--- src/hw/dcap_defines.vh ---
// Constants shared by the debug control access port design files
`ifndef DCAP_DEFINES_VH
`define DCAP_DEFINES_VH

// =====================================================
// Debugger-side register offsets (byte addresses)
`define DCAP_OFS_SOFT_RESET      8'h00
`define DCAP_OFS_ERASE_TRIGGER   8'h04
`define DCAP_OFS_ERASE_PROGRESS  8'h08
`define DCAP_OFS_PROT_STATE      8'h0C
`define DCAP_OFS_GUARD_STATE     8'h18
`define DCAP_OFS_GUARD_KEY       8'h1C
`define DCAP_OFS_P2C_WORD        8'h20
`define DCAP_OFS_P2C_PENDING     8'h24
`define DCAP_OFS_C2P_WORD        8'h28
`define DCAP_OFS_C2P_PENDING     8'h2C
`define DCAP_OFS_IDENT           8'hFC

// =====================================================
// Processor-side register offsets (byte addresses)
`define DCAP_CPU_P2C_WORD        12'h400
`define DCAP_CPU_P2C_PENDING     12'h404
`define DCAP_CPU_C2P_WORD        12'h480
`define DCAP_CPU_C2P_PENDING     12'h484
`define DCAP_CPU_GUARD_LOCK      12'h500
`define DCAP_CPU_GUARD_KEY       12'h504

// =====================================================
// Field positions and values
`define DCAP_BIT_CMD             0
`define DCAP_BIT_PROT            0
`define DCAP_BIT_SECPROT         1
`define DCAP_WORD_WAITING        1'b1
`define DCAP_WORD_TAKEN          1'b0
`define DCAP_ZERO32              32'h0000_0000

// =====================================================
// Serial link: debug port addresses, select fields, answers
`define DCAP_DP_IDCODE           2'h0
`define DCAP_DP_SELECT           2'h2
`define DCAP_SEL_AP_HI           31
`define DCAP_SEL_AP_LO           24
`define DCAP_SEL_BANK_HI         7
`define DCAP_SEL_BANK_LO         4
`define DCAP_AP_CPU_BUS          8'h00
`define DCAP_AP_CONTROL          8'h04
`define DCAP_ACK_OK              3'h1
`define DCAP_ACK_FAULT           3'h4
`define DCAP_REQ_BITS            4'h7
`define DCAP_ACK_BITS            6'h03
`define DCAP_DATA_BITS           6'h20

`endif

--- src/hw/dcap_mbox.v ---
// One mailbox direction: data word plus pending flag
`timescale 1ns/1ps
`default_nettype none
`include "dcap_defines.vh"

module dcap_mbox #(
	parameter WIDTH = 32
) (
	// Clock and reset
	input wire ref_clk,
	input wire srst,
	// Sender side
	input wire put,
	input wire [WIDTH-1:0] put_word,
	// Receiver side
	input wire take,
	// State
	output reg [WIDTH-1:0] word_q,
	output reg pending_q
);

	// =====================================================
	// Word store; a put in the same cycle as a take keeps pending set
	always @(posedge ref_clk) begin
		if (srst) begin
			word_q <= {WIDTH{1'b0}};
			pending_q <= `DCAP_WORD_TAKEN;
		end else begin
			if (put) begin
				word_q <= put_word;
			end
			if (put) begin
				pending_q <= `DCAP_WORD_WAITING;
			end else if (take) begin
				pending_q <= `DCAP_WORD_TAKEN;
			end
		end
	end

endmodule // dcap_mbox

`default_nettype wire

--- src/hw/dcap_sync.v ---
// Two flip-flop synchroniser for signals arriving from outside the clock domain
`timescale 1ns/1ps
`default_nettype none

module dcap_sync #(
	parameter WIDTH = 1
) (
	// Clock and reset
	input wire ref_clk,
	input wire srst,
	// Asynchronous side
	input wire [WIDTH-1:0] async_in,
	// Synchronised side
	output reg [WIDTH-1:0] sync_q
);

	reg [WIDTH-1:0] meta_q;

	// =====================================================
	// Capture stage, read only by the second stage
	always @(posedge ref_clk) begin
		if (srst) begin
			meta_q <= {WIDTH{1'b0}};
			sync_q <= {WIDTH{1'b0}};
		end else begin
			meta_q <= async_in;
			sync_q <= meta_q;
		end
	end

endmodule // dcap_sync

`default_nettype wire

--- src/hw/dcap_top.v ---
// Debug control access port: serial wire debug target plus control registers
//
// How it works
// - Control port answers even under port protection
// - Protection faults all processor bus port accesses
// - Reset register write pulses soft reset request
// - Erase trigger write starts full chip erase
// - Erase progress reads busy during whole erase
// - Protection stays until next reset after erase
// - Slave erase always erases application first
// - Erase guard after reset refuses debugger erase
// - Guard alone never blocks debugger flash writes
// - Guard affects only full erase, not access
// - Guard state readable at its status register
// - Both protection states shown in status register
// - Sender write sets both pending flags waiting
// - Receiver read sets both pending flags taken
// - Debugger word write marks word waiting
// - Debugger word read marks word taken
// - Matching nonzero keys from both start erase
// - Ports reopen on reset after keyed erase
// - Lock write blocks guard removal until reset
// - Debugger registers unreachable from the processor
// - Erase write disables reset register until reset
// - Identification register readable at top offset
// - Processor lock blocks processor key writes
`include "dcap_defines.vh"
`timescale 1ns/1ps
`default_nettype none

module dcap_top #(
	parameter [31:0] DP_IDCODE = 32'h1234_5677,     // Arbitrary value
	parameter [31:0] AP_IDENT = 32'h0ABC_DEF1,      // Arbitrary value
	parameter SLAVE_PRESENT = 0
) (
	// Clock and reset
	input wire ref_clk,
	input wire srst,
	// Serial wire debug pins
	input wire swd_clk,
	input wire swd_io_in,
	output reg swd_io_out_q,
	output reg swd_io_oe_q,
	// Protection configuration from the user config area
	input wire cfg_port_protection,
	input wire cfg_secure_port_protection,
	input wire cfg_erase_guard,
	// Processor register port
	input wire cpu_wr,
	input wire cpu_rd,
	input wire [11:0] cpu_addr,
	input wire [31:0] cpu_wdata,
	output reg [31:0] cpu_rdata_q,
	// System control
	output reg soft_reset_req_q,
	output reg cpu_bus_access_port_en_q,
	// Erase engine handshake
	output reg erase_app_req_q,
	output reg erase_slave_req_q,
	input wire erase_done
);

	// =====================================================
	// Local states
	localparam [5:0] ST_IDLE = 6'b000001;
	localparam [5:0] ST_REQ = 6'b000010;
	localparam [5:0] ST_TRN = 6'b000100;
	localparam [5:0] ST_ACK = 6'b001000;
	localparam [5:0] ST_WR = 6'b010000;
	localparam [5:0] ST_RD = 6'b100000;
	localparam [2:0] ER_IDLE = 3'b001;
	localparam [2:0] ER_APP = 3'b010;
	localparam [2:0] ER_SLV = 3'b100;

	// =====================================================
	// Declarations
	wire [1:0] pin_s;
	reg clk_prev_q;
	wire clk_rise;
	wire sdi;
	reg [5:0] st_q;
	reg [5:0] cnt_q;
	reg [7:0] req_q;
	reg [2:0] ack_q;
	reg [32:0] shift_q;
	reg [31:0] select_q;
	reg dbg_wr_q;
	reg [7:0] dbg_addr_q;
	reg [31:0] dbg_wdata_q;
	reg dbg_take_c2p;
	wire req_ap;
	wire req_read;
	wire req_ok;
	wire [7:0] ap_addr;
	wire [7:0] ap_sel;
	wire cpu_ap_blocked;
	reg port_prot_q;
	reg sec_prot_q;
	reg guard_q;
	reg guard_lifted_q;
	reg reset_blocked_q;
	reg cpu_lock_q;
	reg [31:0] dbg_key_q;
	reg dbg_key_set_q;
	reg [31:0] cpu_key_q;
	reg cpu_key_set_q;
	reg [2:0] er_q;
	wire erase_busy;
	wire dbg_wr_reg;
	wire erase_cmd;
	wire key_match;
	wire erase_go;
	wire [31:0] p2c_word;
	wire p2c_pend;
	wire [31:0] c2p_word;
	wire c2p_pend;
	wire p2c_put;
	wire p2c_take;
	wire c2p_put;
	wire c2p_take;

	// =====================================================
	// Pin synchronisers
	dcap_sync #(
		.WIDTH(2)
	) u_pin_sync (
		.ref_clk(ref_clk),
		.srst(srst),
		.async_in({swd_clk, swd_io_in}),
		.sync_q(pin_s)
	);

	assign sdi = pin_s[0];
	assign clk_rise = pin_s[1] & ~clk_prev_q;

	// Link clock edge finder
	always @(posedge ref_clk) begin
		if (srst) begin
			clk_prev_q <= 1'b0;
		end else begin
			clk_prev_q <= pin_s[1];
		end
	end

	// =====================================================
	// Request decode
	assign req_ap = req_q[1];
	assign req_read = req_q[2];
	assign req_ok = (^req_q[4:1] == req_q[5]) && !req_q[6] && req_q[7];
	assign ap_sel = select_q[`DCAP_SEL_AP_HI:`DCAP_SEL_AP_LO];
	assign ap_addr = {select_q[`DCAP_SEL_BANK_HI:`DCAP_SEL_BANK_LO], req_q[4:3], 2'b00};
	assign cpu_ap_blocked = req_ap && (ap_sel == `DCAP_AP_CPU_BUS) && port_prot_q;

	// Read value of a debugger-side register
	function [31:0] dbg_read;
		input [7:0] addr;
		begin
			dbg_read = `DCAP_ZERO32;
			case (addr)
				`DCAP_OFS_ERASE_PROGRESS: dbg_read[`DCAP_BIT_CMD] = erase_busy;
				`DCAP_OFS_PROT_STATE: begin
					dbg_read[`DCAP_BIT_PROT] = port_prot_q;
					dbg_read[`DCAP_BIT_SECPROT] = sec_prot_q;
				end
				`DCAP_OFS_GUARD_STATE: dbg_read[`DCAP_BIT_CMD] = guard_q & ~guard_lifted_q;
				`DCAP_OFS_P2C_WORD: dbg_read = p2c_word;
				`DCAP_OFS_P2C_PENDING: dbg_read[`DCAP_BIT_CMD] = p2c_pend;
				`DCAP_OFS_C2P_WORD: dbg_read = c2p_word;
				`DCAP_OFS_C2P_PENDING: dbg_read[`DCAP_BIT_CMD] = c2p_pend;
				`DCAP_OFS_IDENT: dbg_read = AP_IDENT;
				default: dbg_read = `DCAP_ZERO32;
			endcase
		end
	endfunction

	// =====================================================
	// Serial wire target state machine, stepped on link clock rises
	always @(posedge ref_clk) begin
		if (srst) begin
			st_q <= ST_IDLE;
			cnt_q <= 6'h00;
			req_q <= 8'h00;
			ack_q <= `DCAP_ACK_OK;
			shift_q <= 33'h0_0000_0000;
			select_q <= `DCAP_ZERO32;
			swd_io_out_q <= 1'b0;
			swd_io_oe_q <= 1'b0;
			dbg_wr_q <= 1'b0;
			dbg_addr_q <= 8'h00;
			dbg_wdata_q <= `DCAP_ZERO32;
			dbg_take_c2p <= 1'b0;
		end else begin
			dbg_wr_q <= 1'b0;
			dbg_take_c2p <= 1'b0;
			if (clk_rise) begin
				case (st_q)
					ST_IDLE: begin
						if (sdi) begin
							req_q <= 8'h01;
							cnt_q <= 6'h01;
							st_q <= ST_REQ;
						end
					end
					ST_REQ: begin
						req_q[cnt_q[2:0]] <= sdi;
						cnt_q <= cnt_q + 6'h01;
						if (cnt_q[3:0] == `DCAP_REQ_BITS) begin
							st_q <= ST_TRN;
						end
					end
					ST_TRN: begin
						if (req_ok) begin
							// Control port is never gated by protection
							ack_q <= cpu_ap_blocked ? `DCAP_ACK_FAULT : `DCAP_ACK_OK;
							swd_io_out_q <= cpu_ap_blocked ? 1'b0 : 1'b1;
							swd_io_oe_q <= 1'b1;
							cnt_q <= 6'h01;
							st_q <= ST_ACK;
						end else begin
							st_q <= ST_IDLE;
						end
					end
					ST_ACK: begin
						cnt_q <= cnt_q + 6'h01;
						if (cnt_q != `DCAP_ACK_BITS) begin
							swd_io_out_q <= ack_q[cnt_q[1:0]];
						end else if (ack_q != `DCAP_ACK_OK) begin
							swd_io_oe_q <= 1'b0;
							st_q <= ST_IDLE;
						end else if (req_read) begin
							// Load read data and apply read side effects
							if (!req_ap) begin
								shift_q[31:0] <= (req_q[4:3] == `DCAP_DP_IDCODE) ? DP_IDCODE
									: `DCAP_ZERO32;
							end else if (ap_sel == `DCAP_AP_CONTROL) begin
								shift_q[31:0] <= dbg_read(ap_addr);
								dbg_take_c2p <= (ap_addr == `DCAP_OFS_C2P_WORD);
							end else begin
								shift_q[31:0] <= `DCAP_ZERO32;
							end
							cnt_q <= 6'h00;
							st_q <= ST_RD;
						end else begin
							swd_io_oe_q <= 1'b0;
							cnt_q <= 6'h00;
							st_q <= ST_WR;
						end
					end
					ST_RD: begin
						cnt_q <= cnt_q + 6'h01;
						if (cnt_q < `DCAP_DATA_BITS) begin
							swd_io_out_q <= shift_q[cnt_q[4:0]];
						end else if (cnt_q == `DCAP_DATA_BITS) begin
							swd_io_out_q <= ^shift_q[31:0];
						end else begin
							swd_io_oe_q <= 1'b0;
							st_q <= ST_IDLE;
						end
					end
					ST_WR: begin
						shift_q[cnt_q] <= sdi;
						cnt_q <= cnt_q + 6'h01;
						if (cnt_q == `DCAP_DATA_BITS) begin
							st_q <= ST_IDLE;
							if ((^shift_q[31:0]) == sdi) begin
								if (!req_ap && req_q[4:3] == `DCAP_DP_SELECT) begin
									select_q <= shift_q[31:0];
								end
								dbg_wr_q <= req_ap && (ap_sel == `DCAP_AP_CONTROL);
								dbg_addr_q <= ap_addr;
								dbg_wdata_q <= shift_q[31:0];
							end
						end
					end
					default: begin
						swd_io_oe_q <= 1'b0;
						st_q <= ST_IDLE;
					end
				endcase
			end
		end
	end

	// =====================================================
	// Mailboxes in both directions
	assign p2c_put = dbg_wr_q && (dbg_addr_q == `DCAP_OFS_P2C_WORD);
	assign p2c_take = cpu_rd && (cpu_addr == `DCAP_CPU_P2C_WORD);
	assign c2p_put = cpu_wr && (cpu_addr == `DCAP_CPU_C2P_WORD);
	assign c2p_take = dbg_take_c2p;

	dcap_mbox #(
		.WIDTH(32)
	) u_p2c (
		.ref_clk(ref_clk),
		.srst(srst),
		.put(p2c_put),
		.put_word(dbg_wdata_q),
		.take(p2c_take),
		.word_q(p2c_word),
		.pending_q(p2c_pend)
	);

	dcap_mbox #(
		.WIDTH(32)
	) u_c2p (
		.ref_clk(ref_clk),
		.srst(srst),
		.put(c2p_put),
		.put_word(cpu_wdata),
		.take(c2p_take),
		.word_q(c2p_word),
		.pending_q(c2p_pend)
	);

	// =====================================================
	// Erase triggers and key matching
	assign dbg_wr_reg = dbg_wr_q;
	assign erase_busy = !er_q[0];
	assign erase_cmd = dbg_wr_reg && (dbg_addr_q == `DCAP_OFS_ERASE_TRIGGER)
		&& dbg_wdata_q[`DCAP_BIT_CMD];
	assign key_match = guard_q && !guard_lifted_q && !cpu_lock_q
		&& dbg_key_set_q && cpu_key_set_q && (dbg_key_q == cpu_key_q);
	assign erase_go = (erase_cmd && !(guard_q && !guard_lifted_q)) || key_match;

	// Protection, guard and key state; configuration taken while in reset
	always @(posedge ref_clk) begin
		if (srst) begin
			port_prot_q <= cfg_port_protection;
			sec_prot_q <= cfg_secure_port_protection;
			guard_q <= cfg_erase_guard;
			guard_lifted_q <= 1'b0;
			reset_blocked_q <= 1'b0;
			cpu_lock_q <= 1'b0;
			dbg_key_q <= `DCAP_ZERO32;
			dbg_key_set_q <= 1'b0;
			cpu_key_q <= `DCAP_ZERO32;
			cpu_key_set_q <= 1'b0;
			soft_reset_req_q <= 1'b0;
			cpu_bus_access_port_en_q <= 1'b0;
		end else begin
			cpu_bus_access_port_en_q <= !port_prot_q;
			soft_reset_req_q <= dbg_wr_reg && (dbg_addr_q == `DCAP_OFS_SOFT_RESET)
				&& dbg_wdata_q[`DCAP_BIT_CMD] && !reset_blocked_q && !erase_cmd;
			if (erase_cmd) begin
				reset_blocked_q <= 1'b1;
			end
			if (cpu_wr && cpu_addr == `DCAP_CPU_GUARD_LOCK) begin
				cpu_lock_q <= 1'b1;
			end
			if (dbg_wr_reg && dbg_addr_q == `DCAP_OFS_GUARD_KEY) begin
				dbg_key_q <= dbg_wdata_q;
				dbg_key_set_q <= (dbg_wdata_q != `DCAP_ZERO32);
			end
			if (cpu_wr && cpu_addr == `DCAP_CPU_GUARD_KEY && !cpu_lock_q) begin
				cpu_key_q <= cpu_wdata;
				cpu_key_set_q <= (cpu_wdata != `DCAP_ZERO32);
			end
			if (key_match) begin
				guard_lifted_q <= 1'b1;
				dbg_key_set_q <= 1'b0;
				cpu_key_set_q <= 1'b0;
			end
		end
	end

	// =====================================================
	// Erase sequencer: application first, then the slave when SLAVE_PRESENT is nonzero
	always @(posedge ref_clk) begin
		if (srst) begin
			er_q <= ER_IDLE;
			erase_app_req_q <= 1'b0;
			erase_slave_req_q <= 1'b0;
		end else begin
			case (er_q)
				ER_IDLE: begin
					if (erase_go) begin
						er_q <= ER_APP;
						erase_app_req_q <= 1'b1;
					end
				end
				ER_APP: begin
					if (erase_done) begin
						erase_app_req_q <= 1'b0;
						if (SLAVE_PRESENT != 0) begin
							er_q <= ER_SLV;
							erase_slave_req_q <= 1'b1;
						end else begin
							er_q <= ER_IDLE;
						end
					end
				end
				ER_SLV: begin
					if (erase_done) begin
						erase_slave_req_q <= 1'b0;
						er_q <= ER_IDLE;
					end
				end
				default: begin
					er_q <= ER_IDLE;
					erase_app_req_q <= 1'b0;
					erase_slave_req_q <= 1'b0;
				end
			endcase
		end
	end

	// =====================================================
	// Processor register reads; debugger-only offsets are absent here
	always @(posedge ref_clk) begin
		if (srst) begin
			cpu_rdata_q <= `DCAP_ZERO32;
		end else if (cpu_rd) begin
			case (cpu_addr)
				`DCAP_CPU_P2C_WORD: cpu_rdata_q <= p2c_word;
				`DCAP_CPU_P2C_PENDING: cpu_rdata_q <= {31'h0000_0000, p2c_pend};
				`DCAP_CPU_C2P_WORD: cpu_rdata_q <= c2p_word;
				`DCAP_CPU_C2P_PENDING: cpu_rdata_q <= {31'h0000_0000, c2p_pend};
				`DCAP_CPU_GUARD_LOCK: cpu_rdata_q <= {31'h0000_0000, cpu_lock_q};
				default: cpu_rdata_q <= `DCAP_ZERO32;
			endcase
		end
	end

endmodule // dcap_top

`default_nettype wire

--- config.mk ---
export PLATFORM = sky130hd
export DESIGN_NAME = dcap_top
export DESIGN_NICKNAME = d
export VERILOG_FILES = /design/src/hw/dcap_mbox.v /design/src/hw/dcap_sync.v /design/src/hw/dcap_top.v
export VERILOG_INCLUDE_DIRS = /design/src /design/src/hw
export SDC_FILE = /design/constraint.sdc
export NUM_CORES = 1
export LEC_CHECK = 0
export BUFFER_PORTS_ARGS = -buffer_cell sky130_fd_sc_hd__buf_2
export CORE_MARGIN = 3
export CORE_UTILIZATION = 40
export CTS_CLUSTER_DIAMETER = 80
export CTS_CLUSTER_SIZE = 10
export DETAILED_ROUTE_END_ITERATION = 8
export GPL_TIMING_DRIVEN = 0
export HOLD_SLACK_MARGIN = 0.08
export PLACE_DENSITY = 0.56
export SLEW_MARGIN = 20
export SYNTH_ARGS = -nofsm -noshare
export SYNTH_HDL_FRONTEND = slang
export SYNTH_SLANG_ARGS = --single-unit
export TNS_END_PERCENT = 50
--- constraint.sdc ---
create_clock -name ref_clk -period 2.9 [get_ports ref_clk]
set_input_delay 0.87 -clock ref_clk [delete_from_list [all_inputs] [get_ports ref_clk]]
set_output_delay 0.87 -clock ref_clk [all_outputs]
set_load 0.03 [all_outputs]
# After elaboration in Yosys (flattened, before gate mapping)
# Cells that the tools add are included.
dict set report totals {
  out_inout_bits 38
  in_bits 54
  register_bits 312
}
dict set report classes {
  n_reduce_logical 70
  bitwise 15
  addsub 1
  n_eq_ne 51
  muxes 63
  order_cmp 7
}
# operator count
set ops {}
lappend ops {{two-way mux 32 bit} 5}
lappend ops {{one-hot mux 32 bit (5 select lines)} 1}
lappend ops {{one-hot mux 30 bit (3 select lines)} 1}
lappend ops {{equality test 12 x 11 -> 1 bit (second input constant)} 6}
lappend ops {{two-way mux 6 bit} 12}
lappend ops {{one-hot mux 32 bit (2 select lines)} 1}
lappend ops {{nonzero test 32 bit} 2}
lappend ops {{equality test 6 x 4 -> 1 bit (second input constant)} 6}
lappend ops {{one-hot mux 6 bit (6 select lines)} 1}
lappend ops {{bitwise mux 33 bit} 1}
lappend ops {{equality test 32 bit} 1}
lappend ops {{XOR reduction 32 bit} 1}
lappend ops {{two-way mux 29 bit} 1}
lappend ops {{logical AND 1 bit} 27}
lappend ops {{!= test 2 bit (second input constant)} 12}
lappend ops {{one-hot mux 6 bit (4 select lines)} 1}
lappend ops {{two-way mux 1 bit} 21}
lappend ops {{equality test 6 x 2 -> 1 bit (second input constant)} 3}
lappend ops {{equality test 6 x 3 -> 1 bit (second input constant)} 3}
lappend ops {{equality test 6 bit (second input constant)} 3}
lappend ops {{logical NOT 8 bit} 2}
lappend ops {{one-hot mux 8 bit (2 select lines)} 1}
lappend ops {{AND reduction 5 bit} 3}
lappend ops {{AND reduction 7 bit} 2}
lappend ops {{50 further kinds} 90}

# Logic depth before layout (Yosys ltp)
# Gate-level depths: netlist of the first run.
dict set report logic_depth {
  depth_word 9
  ltp_mapped 10
}

# Hierarchy
# A second synthesis of the first run with hierarchy kept.
dict set report hier_totals {
  cells_unflattened 1591
  hier_area_um2 13477.9
}
# mod area_per_inst_um2 cells_each instances seq_area_each_um2
set modules_own_cells {}
lappend modules_own_cells {dcap_top 10963.0 1367 1 4354.2}
lappend modules_own_cells {dcap_mbox 1204.9 108 2 660.6}
lappend modules_own_cells {dcap_sync 105.1 8 1 80.1}

# Least setup slack after synthesis of the first run
# Ideal clock, no wire load.
dict set report synth_timing {
  path_type {input -> register}
  startpoint {input port cpu_addr[1]}
  endpoint {register cpu_rdata_q[11]}
  required_time_ps 2835
  cell_stages 9
  arrival_time_ps 2450
  n_path_buf 2
  slack_ps 384
  path_cell_list {nor3_1 > nand4_1 > nor4b_1 > clkbuf_1 > buf_1 > a22oi_1 > nor2_1 > a21oi_1 > nor2_1}
}
dict set report synth_between {
  elab_chain_len 2
  elab_cells_between_ends 6
  cone_classes {eq/ne: 5; mux: 1}
}
# item line
set synth_rtl {}
lappend synth_rtl {{start, declared} dcap_top.v:51} ;# input wire [11:0] cpu_addr,
lappend synth_rtl {{equality test 12 x 11 -> 1 bit} dcap_top.v:413} ;# case (cpu_addr)
lappend synth_rtl {{one-hot mux 32 bit (5 select lines) *} dcap_top.v:413}
lappend synth_rtl {{end signal, assigned} dcap_top.v:414} ;# `DCAP_CPU_P2C_WORD: cpu_rdata_q <= p2c_word;
lappend synth_rtl {{end signal, assigned} dcap_top.v:415} ;# `DCAP_CPU_P2C_PENDING: cpu_rdata_q <= {31'h0000_0000, p2c_pend};
lappend synth_rtl {{end signal, assigned} dcap_top.v:416} ;# `DCAP_CPU_C2P_WORD: cpu_rdata_q <= c2p_word;
lappend synth_rtl {{end, declared} dcap_top.v:53} ;# output reg [31:0] cpu_rdata_q,
# Mark *: on every way between the ends. The rest lies on a longest branch, timed or not.
# A chain may end at the register's enable or synchronous reset.

# Final worst setup path of the first run
dict set report layout_timing {
  startpoint {input port srst}
  endpoint {register st_q[4]}
}
# item line
set layout_rtl {}
lappend layout_rtl {{start, declared} dcap_top.v:38} ;# input wire srst,
lappend layout_rtl {{end signal, assigned} dcap_top.v:180} ;# st_q <= ST_IDLE;
lappend layout_rtl {{end signal, assigned} dcap_top.v:201} ;# st_q <= ST_REQ;
lappend layout_rtl {{end signal, assigned} dcap_top.v:208} ;# st_q <= ST_TRN;
lappend layout_rtl {{end, declared} dcap_top.v:81} ;# reg [5:0] st_q;
# No word-level cell between the ends.

==> results of run 1 <==
[power by group]
part | internal (mW) | total [mW] | switching (mW)
combinational | 0.0609 | 0.266 | 0.205
sequential | 3.95 | 3.95 | 0.00535
clock | 2.24 | 3.91 | 1.67
total | 6.25 | 8.13 | 1.88
[state kept, by name, indices dropped and copies added, names as in the netlist, 7 cells and up]
| name | count |
|---|---|
| req_q | 7 |
| dbg_key_q | 32 |
| cpu_rdata_q | 32 |
| shift_q | 32 |
| u_c2p.word_q | 32 |
| u_p2c.word_q | 32 |
| cpu_key_q | 32 |
| select_q | 12 |
| dbg_wdata_q | 32 |
[per-stage QoR]
stage	setup TNS (ns)	setup slack, ns	power [mW]	instance area, um^2
after global routing	-0.352	-0.0704	8.33	15400
after floorplan	0	0.384	4.15	13400
after CTS	0	0.0161	8.14	15400
after global placement	-61.21	-0.889	4.29	14400
after detailed placement	-56.91	-0.790	4.30	14400
final	0	0.00710	8.13	15400
[layout make-up]
| cell class | count | area [um^2] |
|---|---|---|
| plain buffers | 145 | 573 |
| clock buffers | 36 | 880 |
| clock inverters | 3 | 58.8 |
| fillers | 3396 | 17300 |
| inverters | 13 | 48.8 |
| multi-input cells | 1265 | 7070 |
| flip-flops and latches | 286 | 5760 |
| well taps | 442 | 553 |
| repair buffers | 92 | 465 |
[repair_timing]
item,in CTS,in global routing
setup endpoints to repair,130,74
resized for setup,10,20
buffers inserted,2,0
[logic make-up (layout without fill, tap and decap cells)]
kind of cell    count (synthesis)  after routing  share of synthesized area (%)
simple gates                  683            683                           23.2
compound gates                475            475                           21.4
flops                         286            286                           43.1
buf+inv                       158            289                           4.55
xor+xnor                       71             71                           5.02
mux                            29             29                           2.19
fa+ha+maj                       6              6                          0.562
other cells                     1              1                         0.0281
[routing by layer]
metal | global-route usage, % | vias up
met2 | 42.7 | 576
li1 | - | 6302
met5 | 0 | -
met1 | 40.1 | 6325
met3 | 6.83 | 112
met4 | 10.3 | 0
[synthesized netlist by cell type (6+ instances only)]
cell type	count
a211oi_1	20
a21oi_1	265
a221oi_1	20
a22oi_1	44
a311oi_1	10
and2_1	7
and3_1	7
buf_1	10
buf_2	9
clkbuf_1	125
dfxtp_1	283
ha_1	6
inv_1	12
mux2i_1	27
nand2_1	276
nand2b_1	10
nand3_1	99
nand4_1	30
nor2_1	159
nor2b_1	13
nor3_1	21
nor4_1	25
o211a_1	12
o211ai_1	14
o21ai_0	53
o31ai_1	12
or4_1	6
xnor2_1	57
xor2_1	10
[worst register-to-register path, stage by stage, from the launching register on]
cell	delay, ns
dfxtp_1	0.33
clkbuf_1	0.25
or4_1	0.57
nor3_2	0.38
o211ai_1	0.20
a311o_1	0.39
a2111oi_2	0.38
a2111oi_0	0.13
[how the worst max path moves through the flow]
stage                                         to  slack (ns)  depth (start not counted)
finish                      st_q[4]$_SDFFE_PP0P_       0.007                          5
global placement    cpu_rdata_q[29]$_SDFFE_PP0P_       -0.89                          9
CTS                         st_q[4]$_SDFFE_PP0P_        0.02                          5
global route             shift_q[9]$_SDFFE_PP0P_       -0.07                          9
floorplan           cpu_rdata_q[11]$_SDFFE_PP0P_        0.38                          9
detailed placement  cpu_rdata_q[25]$_SDFFE_PP0P_       -0.79                         10
==> summary.md, run 1 <==
| Metric | Value |
|---|---|
| Status | `completed` |
| CP dominant cell by count | `clkbuf_1` |
| EDFF count, synth | `3` |
| FFs w/ async S/R, synth | `0%` |
| Final-stage net count | `~1900` |
| Relative max-transition margin | `26.6%` |
| Placed cells | `approximately 2200` |
| Maximum VDD drop | `0.376 mV` |
| First-pass GRT wire length | `77900 um` |
| Core Region | `32700 um^2` |
| Max Buffers Root-to-Sink | `3` |
| Vias | `13315` |
| Cells after Synth | `1709` |
| Vias in the first global route | `roughly 13000` |
| Post-DRT Antenna Nets | `0` |
| Die height | `189 um` |
| Gpl congestion | `0.969` |
| Finished Core Util | `47.1%` |
| DR pass1 iterations | `6` |
| Number of different library cells in the post-synthesis netlist | `67` |
| Largest net degree at the start of global routing | `12` |
| Crit path cell chain | `buf_2 > clkbuf_1 > clkbuf_1 > clkbuf_1 > a21oi_1` |
| Row cnt | `66` |
| Worst EP required | `3.26 ns` |
| Post-Route WL | `52000 um` |
| Reg-to-Reg End | `swd_io_out_q$_SDFFE_PP0P_` |
| Final Skew | `0.0181 ns` |
| Min-delay worst type | `reg -> reg` |
| Hold depth | `1` |
| Die extent in x | `189 um` |
| TritonCTS clock tree | `done` |
| Fin crit period | `2.89 ns` |
| Iteration-0 DRC count of the detailed router | `1453` |
| R2R depth | `7` |
| Die area | `35600 um^2` |
| Max FO, Critical Path | `10` |
| Max-cap check violation count | `0` |
| Area Growth Syn to Fin | `15.2%` |
| Post-synthesis register bit count | `286` |
| I/O pin count | `92` |
| PwrDens | `528 nW/um^2` |
| Clock-pin slew on the worst setup and hold paths | `0.06 ns` |
| CP endpoint kind | `flop` |
| Syn Nets | `1769` |
| R2r setup slk | `0.10 ns` |
| WHS Endpoint | `u_pin_sync.sync_q[0]$_SDFF_PP0_` |
| H-tree levels | `2` |
| Number of antenna violations at the first check in global routing | `0` |
| Leak | `5.15 nW` |
| Via/cell ratio | `approximately 6` |
| CP bufs+invs | `4` |
| Hold WS | `0.428 ns` |
| Yosys top cell area share | `42.4%` |
| Residual DRC | `0` |
| WL met3 | `~4700 um` |
| Total CTS buffers | `34` |
| Critical-path top delay cell | `clkbuf_1` |
| # clock sinks | `286` |
| Synth top area cells | `dfxtp_1, a21oi_1, nand2_1` |
| Hold Path Origin | `u_pin_sync.meta_q[0]$_SDFF_PP0_` |
| Most common cell after layout, fill and taps aside | `dfxtp_1` |
| Initial core utilization | `40.9%` |
| CP delay by family, top | `buffers and inverters` |
| Aggregate global-route resource usage | `28.5%` |
| Worst setup startpoint | `srst` |
| WP data arrival | `about 3.3 ns` |
| Area leader, netlist | `dfxtp_1` |
| Met2 wire len | `~22000 um` |
| Most used DFF post-synth | `dfxtp_1` |
| Sequential element share of the synthesized area | `43.1%` |
| RSZ-0062 raised after global routing | `true` |
| GRT overflow | `0` |
| Final hold violations | `0` |
| Dpl hpwl | `just under 40000 um` |
| Tcrit/Tclk final | `99.8%` |
| Routed length on met1 | `roughly 23000 um` |
| Reg-to-reg startpoint | `st_q[3]$_SDFFE_PP0P_` |
| WL/cell | `22.8 um` |
| Startpoint Class | `input port` |
| Share of cells above drive strength 1 | `under 10%` |
| Final setup violation count | `0` |
| PortBufs | `a little under 90` |
| Warnings from Yosys | `0` |
| CP Class | `in -> reg` |
| ANT cells | `0` |
| Skew-Pair Late Insertion Delay | `~0.53 ns` |
| Hold buffers post-CTS | `0` |
| Slew @ Worst Pin | `1.10 ns` |
| Max Freq | `0.346 GHz` |
| Top routing layer used | `met4` |
| Final Max Slew Viols | `0` |
| Final Non-Filler Cells | `2282` |
| Crit path largest cell delay | `0.84 ns` |
| Commonest non-fill, non-tap cells in the layout | `dfxtp_1, nand2_1, a21oi_1, nor2_1, clkbuf_1` |
| Cell Area, Synth | `13400 um^2` |
| Avg Cell Area, Syn | `approximately 8 um^2` |
| CTS root buffer | `clkbuf_16` |
Power figures use the tool's default switching activity.
==> run 2: changes to the inputs <==
CORE_ASPECT_RATIO = 1.75   (was unset)
RECOVER_POWER = 25   (was unset)
==> run 2 against run 1 <==
Net effect: via count is 1.2% higher; hold slack improved by 0.012 ns; non-clock buffer count grew 1; sequential cell count is the same; fmax is 3.2% higher; sequential share of layout area up 0.23 points; utilization decreased by 0.58 points; register-to-register slack barely moved; critical path depth grew 3; setup slack improved by 0.090 ns; final area down 0.58%; largest power group unchanged; highest routed layer unchanged.
==> summary.md, run 2 (synthesis results as in run 1) <==
| Metric | Value |
|---|---|
| Combinational Power Share | `3.5%` |
| Number of antenna violations at the first check in global routing | `0` |
| Multi-input combinational cell area | `7080 um^2` |
| CP Class | `reg -> reg` |
| # clock sinks | `286` |
| Crit path cell chain | `clkbuf_1 > or4_1 > nor3b_4 > buf_2 > nand2_1 > o21ai_0 > nor3_1 > nor3_1` |
| ANT cells | `0` |
| Final setup violation count | `0` |
| Crit path largest cell delay | `0.61 ns` |
| Fin crit period | `2.80 ns` |
| Startpoint Class | `flop` |
| Initial core utilization | `40.6%` |
| Die extent in x | `144 um` |
| Sw Ratio | `about a quarter` |
| Post-DRT Antenna Nets | `0` |
| Max-cap check violation count | `0` |
| Total CTS buffers | `34` |
| Hold Path Origin | `u_pin_sync.meta_q[0]$_SDFF_PP0_` |
| First-pass GRT wire length | `82100 um` |
| Status | `completed` |
| WL/cell | `25.3 um` |
| Filler instances | `3407` |
| Reg-to-reg startpoint | `st_q[1]$_SDFFE_PP0P_` |
| Die height | `248 um` |
| Internal power | `6.18 mW` |
| CTS root buffer | `clkbuf_16` |
| CP endpoint kind | `flop` |
| Reg area | `5760 um^2` |
| WHS Endpoint | `u_pin_sync.sync_q[0]$_SDFF_PP0_` |
| TritonCTS clock tree | `done` |
| Max Freq | `0.357 GHz` |
| Placed cells | `~2200` |
| Vias | `13478` |
| I/O pin count | `between 90 and 100` |
| Vias in the first global route | `12958` |
| CP dominant cell by count | `nor3_1` |
| CP bufs+invs | `2` |
| Skew-Pair Late Insertion Delay | `0.53 ns` |
| H-tree levels | `2` |
| Max Buffers Root-to-Sink | `3` |
| Hold depth | `1` |
| Critical-path top delay cell | `or4_1` |
| Final Non-Filler Cells | `2245` |
| Final Skew | `roughly 0.022 ns` |
| Row cnt | `88` |
| Post-Route WL | `56800 um` |
| Maximum VDD drop | `around 0.42 mV` |
| Power share of the sequential group | `49.0%` |
| Most common cell after layout, fill and taps aside | `dfxtp_1` |
| Relative max-transition margin | `33.0%` |
| Max FO, Critical Path | `10` |
| Final Max Slew Viols | `0` |
| Final-stage net count | `1898` |
| Largest net degree at the start of global routing | `12` |
| PortBufs | `89` |
| Reg-to-Reg End | `shift_q[27]$_SDFFE_PP0P_` |
| Hold buffers post-CTS | `0` |
| Worst EP required | `3.34 ns` |
| Area Growth Syn to Fin | `14.6%` |
| Leak | `4.99 nW` |
| Total power | `~8 mW` |
| Aggregate global-route resource usage | `between 30% and 40%` |
| Core Region | `~33000 um^2` |
| Die area | `35700 um^2` |
| Net Sw Power | `~1.9 mW` |
| WP data arrival | `3.25 ns` |
| Final hold violations | `0` |
| Iteration-0 DRC count of the detailed router | `1069` |
| PwrDens | `526 nW/um^2` |
| Slew @ Worst Pin | `about 1.0 ns` |
| Residual DRC | `0` |
| Finished Core Util | `a little under half` |
| Clock-pin slew on the worst setup and hold paths | `0.07 ns` |
| R2r setup slk | `0.1 ns` |
| GRT overflow | `0` |
| Share of cells above drive strength 1 | `7.61%` |
| Gpl congestion | `1.01` |
| Clock share of power | `around 48%` |
| DR pass1 iterations | `6` |
| CP delay by family, top | `simple AND/OR/NAND/NOR gates` |
| Min-delay worst type | `reg -> reg` |
| Commonest non-fill, non-tap cells in the layout | `dfxtp_1, nand2_1, a21oi_1, nor2_1, clkbuf_1` |
| R2R depth | `8` |
| Tcrit/Tclk final | `96.7%` |
| RSZ-0062 raised after global routing | `false` |
| Via/cell ratio | `6.00` |
| Dpl hpwl | `44100 um` |
[run 2: what timing repair did]
item	in CTS	in global routing
gates resized for setup	10	23
setup buffers	0	6
endpoints found under the setup margin	90	130
pin swaps	0	2
[run 2: stage by stage]
step / hold slack (ns) / setup TNS (ns) / instance area (um^2) / setup slack (ns)
after floorplan: 0.414 / 0 / 13400 / 0.384
after global placement: 0.425 / -44.99 / 14300 / -0.687
after detailed placement: 0.440 / -42.14 / 14300 / -0.613
after CTS: 0.449 / 0 / 15300 / 0.00898
after global routing: 0.462 / 0 / 15300 / 0.00311
final: 0.439 / 0 / 15300 / 0.0967
[run 2: layout make-up]
cell class | instances | share of cell area (%)
Sequential cell | 286 | 37.6
Tap cell | 405 | 3.31
Timing Repair Buffer | 95 | 2.90
Clock buffer | 36 | 5.61
Buffer | 143 | 3.73
Multi-Input combinational cell | 1265 | 46.2
Inverter | 13 | 0.319
Clock inverter | 2 | 0.302
[run 2: layer usage]
layer  GRT usage, %  routed length [um]
met5              0                   0
met4           21.9                5290
met3           3.37                2720
met2           57.1               29200
met1           32.4               19500
[run 2: worst max path at each step]
stage,from,endpoint,slack [ns],depth (start not counted)
floorplan,cpu_addr[1],cpu_rdata_q[11]$_SDFFE_PP0P_,0.38,9
global placement,cpu_addr[1],cpu_rdata_q[25]$_SDFFE_PP0P_,-0.69,9
detailed placement,srst,shift_q[11]$_SDFFE_PP0P_,-0.61,5
CTS,cnt_q[3]$_SDFFE_PP0P_,st_q[4]$_SDFFE_PP0P_,0.009,9
global route,st_q[2]$_SDFFE_PP0P_,swd_io_out_q$_SDFFE_PP0P_,0.003,7
finish,st_q[1]$_SDFFE_PP0P_,shift_q[27]$_SDFFE_PP0P_,0.1,8
[run 2: power groups by stage]
stage               Combinational, mW  Sequential, mW  Clock, mW
floorplan                       0.115            4.04          0
global placement                0.273            4.04          0
global route                    0.290            3.95       4.00
finish                          0.281            3.95       3.83
CTS                             0.276            3.95       3.86
detailed placement              0.275            4.04          0
